## config.mk

```make
export PLATFORM = sky130hd
export DESIGN_NAME = otp_pattern_gen
export DESIGN_NICKNAME = d
export VERILOG_FILES = /design/src/design/otp_pattern_gen.v /design/src/design/otp_prbs.v
export VERILOG_INCLUDE_DIRS = /design/src /design/src/design
export SDC_FILE = /design/constraint.sdc
export NUM_CORES = 1
export LEC_CHECK = 0
export BUFFER_PORTS_ARGS = -buffer_cell sky130_fd_sc_hd__buf_2
export CORE_UTILIZATION = 40
export DETAILED_ROUTE_END_ITERATION = 8
export HOLD_SLACK_MARGIN = 0.02
export PLACE_DENSITY = 0.6
export SLEW_MARGIN = 25
export SYNTH_ARGS = -nofsm -noshare
export SYNTH_HDL_FRONTEND = slang
export SYNTH_SLANG_ARGS = --single-unit
```

## constraint.sdc

```tcl
create_clock -name sys_clk -period 3.34 [get_ports sys_clk]
set_clock_uncertainty 0.1 [all_clocks]
set_input_delay 0.167 -clock sys_clk [delete_from_list [all_inputs] [get_ports sys_clk]]
set_output_delay 0.167 -clock sys_clk [all_outputs]
set_load 0.02 [all_outputs]
```

## src/design/otp_defs.vh

```
// constants for the output test pattern generator: register map, field codes, pattern seeds
// assumes plain verilog-2005 tools; included by bare name from the pattern generator only
`ifndef OTP_DEFS_VH
`define OTP_DEFS_VH

// register offsets on the configuration port
`define OTP_REG_TEST_MODE    12'h00D
`define OTP_REG_USER1_LO     12'h019
`define OTP_REG_USER1_HI     12'h01A
`define OTP_REG_USER2_LO     12'h01B
`define OTP_REG_USER2_HI     12'h01C
`define OTP_REG_OUT_FORMAT   12'h021
`define OTP_REG_STUFFING     12'h022
`define OTP_REG_STATUS       12'h023

// output format register fields
`define OTP_FMT_WL_LSB       0
`define OTP_FMT_WL_MSB       1
`define OTP_FMT_LSB_FIRST    2
`define OTP_FMT_RESET        8'h00

// stuffing register fields
`define OTP_STF_CNT_MSB      3
`define OTP_STF_COMPLEX      4

// word length codes and widths
`define OTP_WL_14            2'b00
`define OTP_WL_16            2'b01
`define OTP_WL_12            2'b10
`define OTP_BITS_12          5'h0C
`define OTP_BITS_14          5'h0E
`define OTP_BITS_16          5'h10

// test mode codes
`define OTP_MODE_OFF         4'h0
`define OTP_MODE_MID         4'h1
`define OTP_MODE_POS_FS      4'h2
`define OTP_MODE_NEG_FS      4'h3
`define OTP_MODE_CHECKER     4'h4
`define OTP_MODE_PN_LONG     4'h5
`define OTP_MODE_PN_SHORT    4'h6
`define OTP_MODE_TOGGLE      4'h7
`define OTP_MODE_USER        4'h8

// fixed 14-bit pattern words
`define OTP_WORD_MID         14'h2000
`define OTP_WORD_POS_FS      14'h3FFF
`define OTP_WORD_NEG_FS      14'h0000
`define OTP_WORD_CHECK_A     14'h2AAA
`define OTP_WORD_CHECK_B     14'h1555
`define OTP_WORD_ONES        14'h3FFF
`define OTP_WORD_ZEROS       14'h0000

// pseudorandom generators: length, second tap, seed
`define OTP_PNS_LEN          9
`define OTP_PNS_TAP          5
`define OTP_PNS_SEED         9'h092
`define OTP_PNL_LEN          23
`define OTP_PNL_TAP          18
// shift register image of the 0x3AFF start in the oldest-stage-out, xnor form used here
`define OTP_PNL_SEED         23'h0051FF

`endif

```

## src/design/otp_pattern_gen.v

```verilog
// output test pattern generator and word serializer in front of the output framer
// assumes the bit clock comes from outside and is sampled here; samples arrive on sys_clk
`timescale 1ns/1ps
`default_nettype none
`include "otp_defs.vh"

module otp_pattern_gen (
  // clock and reset
  input  wire        sys_clk,
  input  wire        rst_b,
  // configuration port
  input  wire        cfg_wr,
  input  wire        cfg_rd,
  input  wire [11:0] cfg_addr,
  input  wire [7:0]  cfg_wdata,
  output reg  [7:0]  cfg_rdata_q,
  // processed samples
  input  wire [15:0] sample_data,
  output reg         sample_take_q,
  // serial link
  input  wire        bit_clk,
  output reg         ser_data_q,
  output reg         word_start_q
);

  // configuration registers
  reg  [3:0]  mode_q;
  reg  [7:0]  user1_lo_q;
  reg  [7:0]  user1_hi_q;
  reg  [7:0]  user2_lo_q;
  reg  [7:0]  user2_hi_q;
  reg  [7:0]  fmt_q;
  reg  [7:0]  stuff_q;
  // link clock sampling
  reg  [2:0]  bclk_sync_q;
  reg         bclk_stable_q;
  wire        bit_edge;
  // serializer state
  reg  [3:0]  act_mode_q;
  reg  [4:0]  bit_cnt_q;
  reg  [15:0] shreg_q;
  reg         tog_q;
  reg         iq_q;
  reg  [3:0]  stuff_left_q;
  reg         pn_on_q;
  reg         zero_word_q;
  // word boundary decisions
  wire        boundary;
  wire        stuffing;
  wire        new_pn;
  wire        pn_restart;
  wire [4:0]  wl_bits;
  wire [15:0] word;
  wire [15:0] word_al;
  wire        lsb_first;
  wire        pns_bit;
  wire        pnl_bit;
  wire        pn_bit;
  wire        pn_step;
  wire        tog_sel;

  // a mode change restarts two-word patterns at word one
  assign tog_sel = (mode_q == act_mode_q) ? tog_q : 1'b0;

  // length in bits of the selected output word
  function [4:0] wl_of;
    input [1:0] code;
    begin
      case (code)
        `OTP_WL_16: wl_of = `OTP_BITS_16;
        `OTP_WL_12: wl_of = `OTP_BITS_12;
        default:    wl_of = `OTP_BITS_14;
      endcase
    end
  endfunction

  // fit a 14-bit pattern word to the selected resolution, msb aligned
  function [15:0] res_fit;
    input [13:0] v;
    input [1:0]  code;
    begin
      case (code)
        `OTP_WL_16: res_fit = {v, 2'b00};
        `OTP_WL_12: res_fit = {4'h0, v[13:2]};
        default:    res_fit = {2'b00, v};
      endcase
    end
  endfunction

  // configuration writes
  always @(posedge sys_clk or negedge rst_b) begin
    if (!rst_b) begin
      mode_q     <= `OTP_MODE_OFF;
      user1_lo_q <= 8'h00;
      user1_hi_q <= 8'h00;
      user2_lo_q <= 8'h00;
      user2_hi_q <= 8'h00;
      fmt_q      <= `OTP_FMT_RESET;
      stuff_q    <= 8'h00;
    end else if (cfg_wr) begin
      case (cfg_addr)
        `OTP_REG_TEST_MODE:  mode_q     <= cfg_wdata[3:0];
        `OTP_REG_USER1_LO:   user1_lo_q <= cfg_wdata;
        `OTP_REG_USER1_HI:   user1_hi_q <= cfg_wdata;
        `OTP_REG_USER2_LO:   user2_lo_q <= cfg_wdata;
        `OTP_REG_USER2_HI:   user2_hi_q <= cfg_wdata;
        `OTP_REG_OUT_FORMAT: fmt_q      <= cfg_wdata;
        `OTP_REG_STUFFING:   stuff_q    <= cfg_wdata;
        default: ;
      endcase
    end
  end

  // configuration reads, unmapped offsets read zero
  always @(posedge sys_clk or negedge rst_b) begin
    if (!rst_b) begin
      cfg_rdata_q <= 8'h00;
    end else if (cfg_rd) begin
      case (cfg_addr)
        `OTP_REG_TEST_MODE:  cfg_rdata_q <= {4'h0, mode_q};
        `OTP_REG_USER1_LO:   cfg_rdata_q <= user1_lo_q;
        `OTP_REG_USER1_HI:   cfg_rdata_q <= user1_hi_q;
        `OTP_REG_USER2_LO:   cfg_rdata_q <= user2_lo_q;
        `OTP_REG_USER2_HI:   cfg_rdata_q <= user2_hi_q;
        `OTP_REG_OUT_FORMAT: cfg_rdata_q <= fmt_q;
        `OTP_REG_STUFFING:   cfg_rdata_q <= stuff_q;
        `OTP_REG_STATUS:     cfg_rdata_q <= {zero_word_q, iq_q, tog_q, pn_on_q, act_mode_q};
        default:             cfg_rdata_q <= 8'h00;
      endcase
    end
  end

  // three-stage sampling of the link bit clock, change taken once stages two and three agree
  always @(posedge sys_clk or negedge rst_b) begin
    if (!rst_b) begin
      bclk_sync_q   <= 3'b000;
      bclk_stable_q <= 1'b0;
    end else begin
      bclk_sync_q <= {bclk_sync_q[1:0], bit_clk};
      if (bclk_sync_q[1] == bclk_sync_q[2]) begin
        bclk_stable_q <= bclk_sync_q[2];
      end
    end
  end

  assign bit_edge = (bclk_sync_q[1] == bclk_sync_q[2]) && bclk_sync_q[2] && !bclk_stable_q;

  assign wl_bits   = wl_of(fmt_q[`OTP_FMT_WL_MSB:`OTP_FMT_WL_LSB]);
  assign lsb_first = fmt_q[`OTP_FMT_LSB_FIRST];
  assign boundary  = bit_edge && (bit_cnt_q == 5'h00);
  assign stuffing  = (stuff_left_q != 4'h0);
  assign new_pn    = (mode_q == `OTP_MODE_PN_LONG) || (mode_q == `OTP_MODE_PN_SHORT);
  assign pn_restart = boundary && !stuffing && new_pn && (mode_q != act_mode_q);

  // word chosen at the boundary from the mode now in force
  reg [15:0] word_r;
  always @* begin
    word_r = 16'h0000;
    if (!stuffing) begin
      case (mode_q)
        `OTP_MODE_OFF:     word_r = sample_data;
        `OTP_MODE_MID:     word_r = res_fit(`OTP_WORD_MID, fmt_q[1:0]);
        `OTP_MODE_POS_FS:  word_r = res_fit(`OTP_WORD_POS_FS, fmt_q[1:0]);
        `OTP_MODE_NEG_FS:  word_r = res_fit(`OTP_WORD_NEG_FS, fmt_q[1:0]);
        `OTP_MODE_CHECKER: word_r = {2'b00, tog_sel ? `OTP_WORD_CHECK_B : `OTP_WORD_CHECK_A};
        `OTP_MODE_TOGGLE:  word_r = {2'b00, tog_sel ? `OTP_WORD_ZEROS : `OTP_WORD_ONES};
        `OTP_MODE_USER:    word_r = tog_sel ? {user2_hi_q, user2_lo_q} : {user1_hi_q, user1_lo_q};
        default:           word_r = 16'h0000;
      endcase
    end
  end
  assign word = word_r;

  // msb first words sit at the top of the shifter, lsb first words at the bottom
  assign word_al = lsb_first ? word : (word << (5'h10 - wl_bits));

  // pseudorandom sources, stepped once per bit sent while active
  assign pn_step = bit_edge && (boundary ? (!stuffing && new_pn) : pn_on_q);
  assign pn_bit  = boundary ? (mode_q == `OTP_MODE_PN_LONG ? pnl_bit : pns_bit)
                            : (act_mode_q == `OTP_MODE_PN_LONG ? pnl_bit : pns_bit);

  otp_prbs #(
    .LEN    (`OTP_PNS_LEN),
    .TAP    (`OTP_PNS_TAP),
    .SEED   (`OTP_PNS_SEED),
    .INVERT (0)
  ) u_pn_short (
    .sys_clk (sys_clk),
    .rst_b   (rst_b),
    .load    (pn_restart && (mode_q == `OTP_MODE_PN_SHORT)),
    .step    (pn_step && (boundary ? mode_q : act_mode_q) == `OTP_MODE_PN_SHORT),
    .bit_out (pns_bit)
  );

  otp_prbs #(
    .LEN    (`OTP_PNL_LEN),
    .TAP    (`OTP_PNL_TAP),
    .SEED   (`OTP_PNL_SEED),
    .INVERT (1)
  ) u_pn_long (
    .sys_clk (sys_clk),
    .rst_b   (rst_b),
    .load    (pn_restart && (mode_q == `OTP_MODE_PN_LONG)),
    .step    (pn_step && (boundary ? mode_q : act_mode_q) == `OTP_MODE_PN_LONG),
    .bit_out (pnl_bit)
  );

  // serializer: load a word at the boundary, then one bit per link clock edge
  always @(posedge sys_clk or negedge rst_b) begin
    if (!rst_b) begin
      act_mode_q    <= `OTP_MODE_OFF;
      bit_cnt_q     <= 5'h00;
      shreg_q       <= 16'h0000;
      tog_q         <= 1'b0;
      iq_q          <= 1'b0;
      stuff_left_q  <= 4'h0;
      pn_on_q       <= 1'b0;
      zero_word_q   <= 1'b0;
      ser_data_q    <= 1'b0;
      word_start_q  <= 1'b0;
      sample_take_q <= 1'b0;
    end else begin
      sample_take_q <= 1'b0;
      if (boundary) begin
        word_start_q <= 1'b1;
        bit_cnt_q    <= wl_bits - 5'h01;
        zero_word_q  <= stuffing;
        if (stuffing) begin
          stuff_left_q <= stuff_left_q - 4'h1;
          pn_on_q      <= 1'b0;
          ser_data_q   <= 1'b0;
          shreg_q      <= 16'h0000;
        end else begin
          act_mode_q <= mode_q;
          pn_on_q    <= new_pn;
          tog_q      <= ~tog_sel;
          if (mode_q == `OTP_MODE_OFF) begin
            sample_take_q <= 1'b1;
          end
          // a complex pair counts as one sample before stuffing
          if (stuff_q[`OTP_STF_COMPLEX] && !iq_q) begin
            iq_q <= 1'b1;
          end else begin
            iq_q         <= 1'b0;
            stuff_left_q <= stuff_q[`OTP_STF_CNT_MSB:0];
          end
          if (new_pn) begin
            ser_data_q <= pn_bit;
          end else begin
            ser_data_q <= lsb_first ? word_al[0] : word_al[15];
          end
          shreg_q <= lsb_first ? (word_al >> 1) : (word_al << 1);
        end
      end else if (bit_edge) begin
        word_start_q <= 1'b0;
        bit_cnt_q    <= bit_cnt_q - 5'h01;
        if (pn_on_q) begin
          ser_data_q <= pn_bit;
        end else begin
          ser_data_q <= lsb_first ? shreg_q[0] : shreg_q[15];
        end
        shreg_q <= lsb_first ? (shreg_q >> 1) : (shreg_q << 1);
      end
    end
  end

endmodule // otp_pattern_gen

`default_nettype wire

```

## src/design/otp_prbs.v

```verilog
// one pseudorandom bit generator of the form x^len + x^tap + 1
// assumes step is a one-cycle strobe per output bit and load restarts from the seed
`timescale 1ns/1ps
`default_nettype none

module otp_prbs #(
  parameter             LEN    = 9,
  parameter             TAP    = 5,
  parameter [LEN-1:0]   SEED   = 9'h092,
  parameter             INVERT = 0
) (
  // clock and reset
  input  wire           sys_clk,
  input  wire           rst_b,
  // control
  input  wire           load,
  input  wire           step,
  // serial bit of the current step
  output wire           bit_out
);

  reg  [LEN-1:0] state_q;
  wire [LEN-1:0] cur;
  wire           fb;

  // a load presents the seed at once so the first bit comes from it
  assign cur     = load ? SEED : state_q;
  // an inverted stream is the same as an xnor generator with its oldest stage inverted
  assign fb      = cur[LEN-1] ^ cur[TAP-1] ^ (INVERT != 0);
  // the oldest stage leaves first, so the seed bits open the stream
  assign bit_out = cur[LEN-1] ^ (INVERT != 0);

  // advance one stage per output bit
  always @(posedge sys_clk or negedge rst_b) begin
    if (!rst_b) begin
      state_q <= SEED;
    end else if (step) begin
      state_q <= {cur[LEN-2:0], fb};
    end else if (load) begin
      state_q <= SEED;
    end
  end

endmodule // otp_prbs

`default_nettype wire

```

==> run metrics, run 1 <==
share of cells above drive strength 1 22.7%; final antenna-violating net count 0; Leak 3.86 nW; max-cap viol count 0; YS warnings 0; antenna cells 0; crit path DAT 3.32 ns; total wire length 22.6 mm; crit path capture type register; mapped cell area 7650 sq um; vias in the first global route 6289; Post-Synthesis Cells 820; peak supply drop 0.000347 V; via/cell ratio 5.97; clk_lat worst skew 0.43 ns; Avg Inst Size Synth 9.33 sq um; Setup TNS 0 ns; H-tree Lvls 4; area delta synth->final 17.0%; HPWL after DPL 16.1 mm; hold_ws 0.0511 ns; # port buffers 51; drt pass-1 iters 8; CP max FO 9; Final Hold Fails 0; GRT Residual Overflow 0; Yosys reg bits 132; Yosys cell types 77; CTS max path bufs 2; total power 4.39 mW; asr flop ratio synth 100%; die width 140 um; Worst Hold Class in -> reg; global-route wire length before repair 35.8 mm; Die H 140 um; unrepaired setup endpoints after global routing false; nets 931; Peak Freq 0.320 GHz; Rel. slew slack 36.4%; clock transition at the registers of the reported paths 0.07 ns; routability cong. 0.932; Setup crit start kind register; Top Ports 52; Seq/Total Area, Yosys 43.4%; Initial DRC Count 708; DR WL/cell 20.0 um; number of remaining DRC errors 0; clock sink count 132; fin. max-slew vios 0; status finished, final reports clean; Slew @ Worst Pin 0.954 ns; num rows 50; CORE AREA 18700 sq um; final setup fails 0; leading area contributor after synthesis dfrtp_1; fin util 47.8%; total track usage 24.0%; vias after detailed routing 6750; cells taking the most area after synthesis dfrtp_1, mux2_2, nand2_1; critical path class reg -> reg; Starting Density 40.9%; CTS tree built; Most used DFF post-synth dfrtp_1; Die ar. 19700 sq um; Tcrit/Tclk final 93.4%; Tmin final 3.12 ns; EDFF count, synth 0; Resized Gates After CTS 0; Syn Nets 868; CTS root buf clkbuf_16; largest net degree at the start of global routing 69; clock buffer count from CTS 17; initial antenna violation count 0; Pwr per Cell Area 491 nW/um^2; WP data required 3.54 ns; Yosys top cell area share 38.6%
## where the power goes
group / switching [mW] / internal, mW
registers: 0.134 / 1.74
logic: 0.368 / 0.274
clock network: 0.817 / 1.06
## state kept, by name, indices dropped and copies added, names as in the netlist, 3 cells and up
| name | count |
|---|---|
| user1_hi_q | 8 |
| stuff_left_q | 4 |
| bit_cnt_q | 5 |
| stuff_q | 8 |
| u_pn_short.state_q | 9 |
| u_pn_long.state_q | 23 |
| cfg_rdata_q | 8 |
| act_mode_q | 4 |
| fmt_q | 8 |
| user2_lo_q | 8 |
| user1_lo_q | 8 |
| bclk_sync_q | 3 |
| mode_q | 4 |
| user2_hi_q | 8 |
| shreg_q | 16 |
## metal layers
metal	GRT usage (%)	up-vias	part of all wire, %
met5	0	-	0
met4	8.33	0	2.0
met3	5.13	33	6.9
met2	35.3	277	43
met1	34.8	3245	48
li1	-	3195	-
## cells in the final DEF (no fill, tap or decap), drive strengths merged, types with 7 or more instances in the layout
master,count
mux2i,27
a22oi,12
nand4,9
a41oi,11
buf,85
inv,20
nor4,10
nand3,26
ha,7
dlygate4sd3,9
dfstp,14
a222oi,12
clkbuf,17
o211ai,7
nand2b,14
xor2,7
a21oi,64
nor3,25
dfrtp,118
o22ai,12
a21o,10
mux2,54
o21ai,47
nand2,112
or3,8
nor2,55
nor2b,9
## stage by stage
step | cell area [sq um] | instances | worst slack, ns
after global routing | 8940 | 1130 | 0.0748
final | 8940 | 1130 | 0.219
after detailed placement | 8270 | 1089 | 0.263
after CTS | 8940 | 1130 | 0.238
after floorplan | 7650 | 820 | 0.419
after global placement | 8270 | 1089 | 0.357
## synth_stat cells (all sizes together) (6+ instances only)
| master | number |
|---|---|
| dfrtp | 118 |
| nand2 | 112 |
| a21oi | 64 |
| nor2 | 55 |
| mux2 | 54 |
| o21ai | 47 |
| mux2i | 27 |
| clkbuf | 26 |
| nand3 | 26 |
| nor3 | 25 |
| buf | 24 |
| dfstp | 14 |
| nand2b | 14 |
| a222oi | 12 |
| a22oi | 12 |
| o22ai | 12 |
| a41oi | 11 |
| inv | 11 |
| a21o | 10 |
| nor4 | 10 |
| nand4 | 9 |
| nor2b | 9 |
| or3 | 8 |
| ha | 7 |
| o211ai | 7 |
| xor2 | 7 |
| a31oi | 6 |
| and2 | 6 |
| o31ai | 6 |
| xnor2 | 6 |
## kinds of logic after synthesis
group           synth area share [%]
compound gates                  19.3
fa+ha+maj                       1.28
buf+inv                         3.29
mux                             11.8
flops                           43.4
simple gates                    19.4
xor+xnor                        1.49
## critical path, cell delays in order (launching register included)
cell and delay (ns):
dfrtp_1 0.35, ha_1 0.19, or4b_1 0.59, or3_4 0.49
or4_4 0.54, a221oi_2 0.30, o41ai_1 0.14, a41oi_1 0.19
a21oi_1 0.09
## area by class of cell
cell class	instances	area, sq um
clock buffers	17	425
well taps	234	293
clock inverters	15	161
inverters	11	41.3
fillers	1765	9760
flip-flops and latches	132	3320
repair buffers	94	619
multi-input cells	627	4080
## worst paths after layout
| check | start | end | slack [ns] | cells past startpoint |
|---|---|---|---|---|
| worst min register to register | bclk_sync_q[0] | bclk_sync_q[1] | 0.28 | 0 |
| worst max register to register | bclk_sync_q[1] | ser_data_q | 0.22 | 8 |
| min in group asynchronous | rst_b | u_pn_long.state_q[13] | 0.21 | 2 |
| worst min-delay path | cfg_wdata[2] | user2_lo_q[2] | 0.05 | 2 |
| max in group asynchronous | rst_b | user1_lo_q[2] | 2.12 | 3 |
| worst max-delay path | bclk_sync_q[1] | ser_data_q | 0.22 | 8 |
## repair_timing
item / CTS / global route
hold buffers: 9 / 0
buffers inserted: 0 / 0
hold endpoints to repair: 96 / 0
No activity file was read; power rests on OpenSTA's default activity.
==> run 2, diff against run 1 <==
--- a/config.mk
+++ b/config.mk
@@ -6,6 +6,7 @@
 export SDC_FILE = /design/constraint.sdc
 export NUM_CORES = 1
 export LEC_CHECK = 0
+export ABC_AREA = 1
 export BUFFER_PORTS_ARGS = -buffer_cell sky130_fd_sc_hd__buf_2
 export CORE_UTILIZATION = 40
 export DETAILED_ROUTE_END_ITERATION = 8
==> run 2 against run 1 <==
Global-route usage decreased by 0.66 points; maximum frequency increased by 12%; clock-buffer cell count rose by 1; synthesized cell count grew 29%; total power grew 1.2%; clock power is 4% higher; via count grew 5.2%; combinational power fell by 2%; critical path depth grew 9; setup slack better by 0.33 ns.
==> run metrics, run 2 <==
WP data required 3.56 ns (+0.02 ns); Pint 3.18 mW (+3.3%); reg2reg path depth 17 (+9); crit path max-delay cell type dfrtp_1; total wire length 21.6 mm (-4.7%); mapped cell area 7620 sq um (-0.29%); Worst Hold Class in -> reg; most common cell in the netlist nand2_1; CP max stage delay 0.49 ns (-0.10 ns); share of synthesized cell area in and, or, nand and nor gates 27.5% (+8.1 points); Initial DRC Count 648 (-8.5%); die width 140 um (-0.15%); footprint of the multi-input gates 3560 sq um (-13%); asr flop ratio synth 100% (unchanged); dpl cells 1309 (+20%); sequential share of power 41.9% (-0.8 points); H-tree Lvls 4 (unchanged); Logic pwr share 14.1% (-0.5 points); Yosys cell types 43 (-44%); hold_sp cfg_rd; crit path buf inv count 1 (+1); Switching Power 1.27 mW (-3.7%); Synth top cells by count nand2_1, inv_1, dfrtp_1; Peak Freq 0.358 GHz (+12%); crit path DAT 3.01 ns (-0.31 ns); Most used DFF post-synth dfrtp_1; max reg flops 23 (unchanged); area delta synth->final 15.5%; Crit path max-delay family simple AND/OR/NAND/NOR gates; num rows 50 (unchanged); cells taking the most area after synthesis dfrtp_1, nand2_1, o21ai_0; Clock power frac 43.9% (+1.2 points); Final Hold Fails 0 (unchanged); Starting Density 40.8% (-0.12 points); drt pass-1 iters 5 (-3); fin. max-slew vios 0 (unchanged); post-CTS setup buffers 0 (unchanged); Hold Path Stages 2 (unchanged); status finished, final reports clean; Avg Inst Size Synth 7.22 sq um (-23%); global-route wire length before repair 35.5 mm (-1.0%); Die H 140 um (-0.15%); share of cells above drive strength 1 13.5% (-9.1 points); DR WL/cell 16.0 um (-20%); # port buffers 51 (unchanged); final antenna-violating net count 0 (unchanged); CTS max path bufs 2 (unchanged); antenna cells 0 (unchanged); Tcrit/Tclk final 83.6% (-9.8 points); Sequential cell area 3320 sq um (unchanged); Pwr per Cell Area 505 nW/um^2 (+2.8%); Seq/Total Area, Yosys 43.6% (+0.13 points); commonest non-fill, non-tap cells in the layout nand2_1, inv_1, dfrtp_1; Worst R2R End shreg_q[11]; CTS root buf clkbuf_16; post-synthesis compound-gate area fraction 17.2% (-2.1 points); reg-to-reg slack, setup 0.55 ns (+0.33 ns); clock sink count 132 (unchanged); Post-Synthesis Cells 1056 (+29%); total track usage 23.3% (-0.66 points); unrepaired setup endpoints after global routing false; cell chain of the critical path inv_2 -> nand2_1 -> nand2_1 -> nor2_4 -> nand3_4 -> nand2_1 -> nand2_2 -> nor2_2 -> nand3_1 -> nand3_1 -> nand2_1 -> nand2_1 -> nand2_1 -> nand2_1 -> nand2_1 -> nand2_1 -> a21oi_2; via/cell ratio 5.25 (-12%); largest family of logic cells by synthesized area simple AND/OR/NAND/NOR gates; HPWL after DPL 15.7 mm (-2.4%); Setup crit start kind register; GRT Residual Overflow 0 (unchanged); number of remaining DRC errors 0 (unchanged); critical path class reg -> reg; Syn Nets 1104 (+27%); post-synthesis mux area share 0.443% (-11 points); Slew @ Worst Pin 0.768 ns (-0.186 ns); leading area contributor after synthesis dfrtp_1; crit-path most repeated cell nand2_1; CP max FO 23 (+14); Leak 4.27 nW (+11%); Setup TNS 0 ns (unchanged); Tmin final 2.79 ns (-0.329 ns); crit path capture type register; commonest non-fill, non-tap cell in the layout nand2_1; Die ar. 19600 sq um (-0.29%); clk_lat worst skew 0.43 ns (about the same); clock buffer count from CTS 17 (unchanged); EDFF count, synth 0 (unchanged); max-cap viol count 0 (unchanged); fin cells 1351 (+20%); post-synthesis xor/xnor area fraction 0.345% (-1.1 points); Largest regs u_pn_long.state_q x23, shreg_q x16, u_pn_short.state_q x9; worst hold endpoint cfg_rdata_q[3]; stages on the worst setup path 17 (+9); adder-cell share of the synthesized area 1.15% (-0.13 points); Top Ports 52 (unchanged); Biggest register u_pn_long.state_q; Yosys top cell area share 38.7% (+0.11 points); routability cong. 0.890 (-4.5%); peak supply drop 0.000399 V (+15%); # hold bufs at CTS 10 (+1); Yosys reg bits 132 (unchanged); vias in the first global route 6662 (+5.9%); CORE AREA 18700 sq um (unchanged); Resized Gates After CTS 0 (unchanged); initial antenna violation count 0 (unchanged); Rel. slew slack 48.8% (+12 points); final setup fails 0 (unchanged); fillers 1902 (+7.8%); YS warnings 0 (unchanged); CTS tree built; Crit Reg-Reg Startpoint mode_q[0]; sw frac 28.6% (-1.5 points); vias after detailed routing 7099 (+5.2%); nets 1152 (+24%); clock transition at the registers of the reported paths 0.07 ns (about the same); largest net degree at the start of global routing 80 (+16%)
run 2: cell types whose count changed after synthesis, sizes merged, moves of 12 or more:
cell,previous run,this run
nand3,26,81
a21oi,64,47
inv,11,137
nand2,112,311
mux2i,27,0
o21ai,47,134
nand2b,14,0
nor3,25,9
mux2,54,3
a222oi,12,0
a22oi,12,0
run 2: worst max path at each step:
stage                     slack [ns]           to            start
after CTS                       0.57  shreg_q[11]        mode_q[1]
after floorplan                 1.12   ser_data_q  stuff_left_q[0]
after global placement          0.65  shreg_q[11]        mode_q[1]
after global routing            0.20  shreg_q[11]        mode_q[1]
after detailed placement        0.59  shreg_q[11]        mode_q[1]
final                           0.55  shreg_q[11]        mode_q[0]
run 2: power groups by stage:
| stage | Combinational (mW) | Sequential [mW] | Clock [mW] |
|---|---|---|---|
| after global placement | 0.616 | 1.89 | 0 |
| after floorplan | 0.465 | 1.85 | 0 |
| after detailed placement | 0.621 | 1.89 | 0 |
| after global routing | 0.727 | 1.89 | 2.06 |
| after CTS | 0.632 | 1.87 | 1.98 |
| final | 0.629 | 1.87 | 1.95 |
run 2: routing by layer:
layer / global-route usage (%) / vias up / routed length [um]
met3: 3.90 / 33 / 800
li1: - / 3551 / -
met5: 0 / - / 0
met2: 37.5 / 156 / 10100
met4: 9.72 / 0 / 633
met1: 31.2 / 3359 / 10000
run 2: metrics by stage:
| stage | instance area (sq um) | power (mW) | setup slack, ns | hold WS (ns) | util, % |
|---|---|---|---|---|---|
| 4_1_cts | 8800 | 4.48 | 0.572 | 0.0453 | 47.1 |
| 6_report | 8800 | 4.45 | 0.548 | 0.0492 | 47.1 |
| 3_5_place_dp | 8090 | 2.51 | 0.587 | 0.174 | 43.2 |
| 3_3_place_gp | 8090 | 2.51 | 0.647 | 0.175 | 43.2 |
| 2_1_floorplan | 7620 | 2.32 | 1.12 | -0.229 | - |
| 5_1_grt | 8800 | 4.67 | 0.201 | 0.0685 | 47.1 |
run 2: logic make-up (layout without fill, tap and decap cells):
logic type                 Yosys count  in the layout
AOI/OAI and AO/OA                  235            235
xor gates and xnor gates             3              3
adders and majority gates            7              7
buffers and inverters              189            250
DFF                                132            132
muxes                                3              3
and+or+nand+nor                    487            487
run 2: cell type report:
class	instances	share of cell area (%)
timing repair buffer	78	5.56
inverter	140	5.97
tap	234	3.33
clock inverter	14	2.02
clock buffer	18	4.99
sequential	132	37.7
multi-input combinational	735	40.4
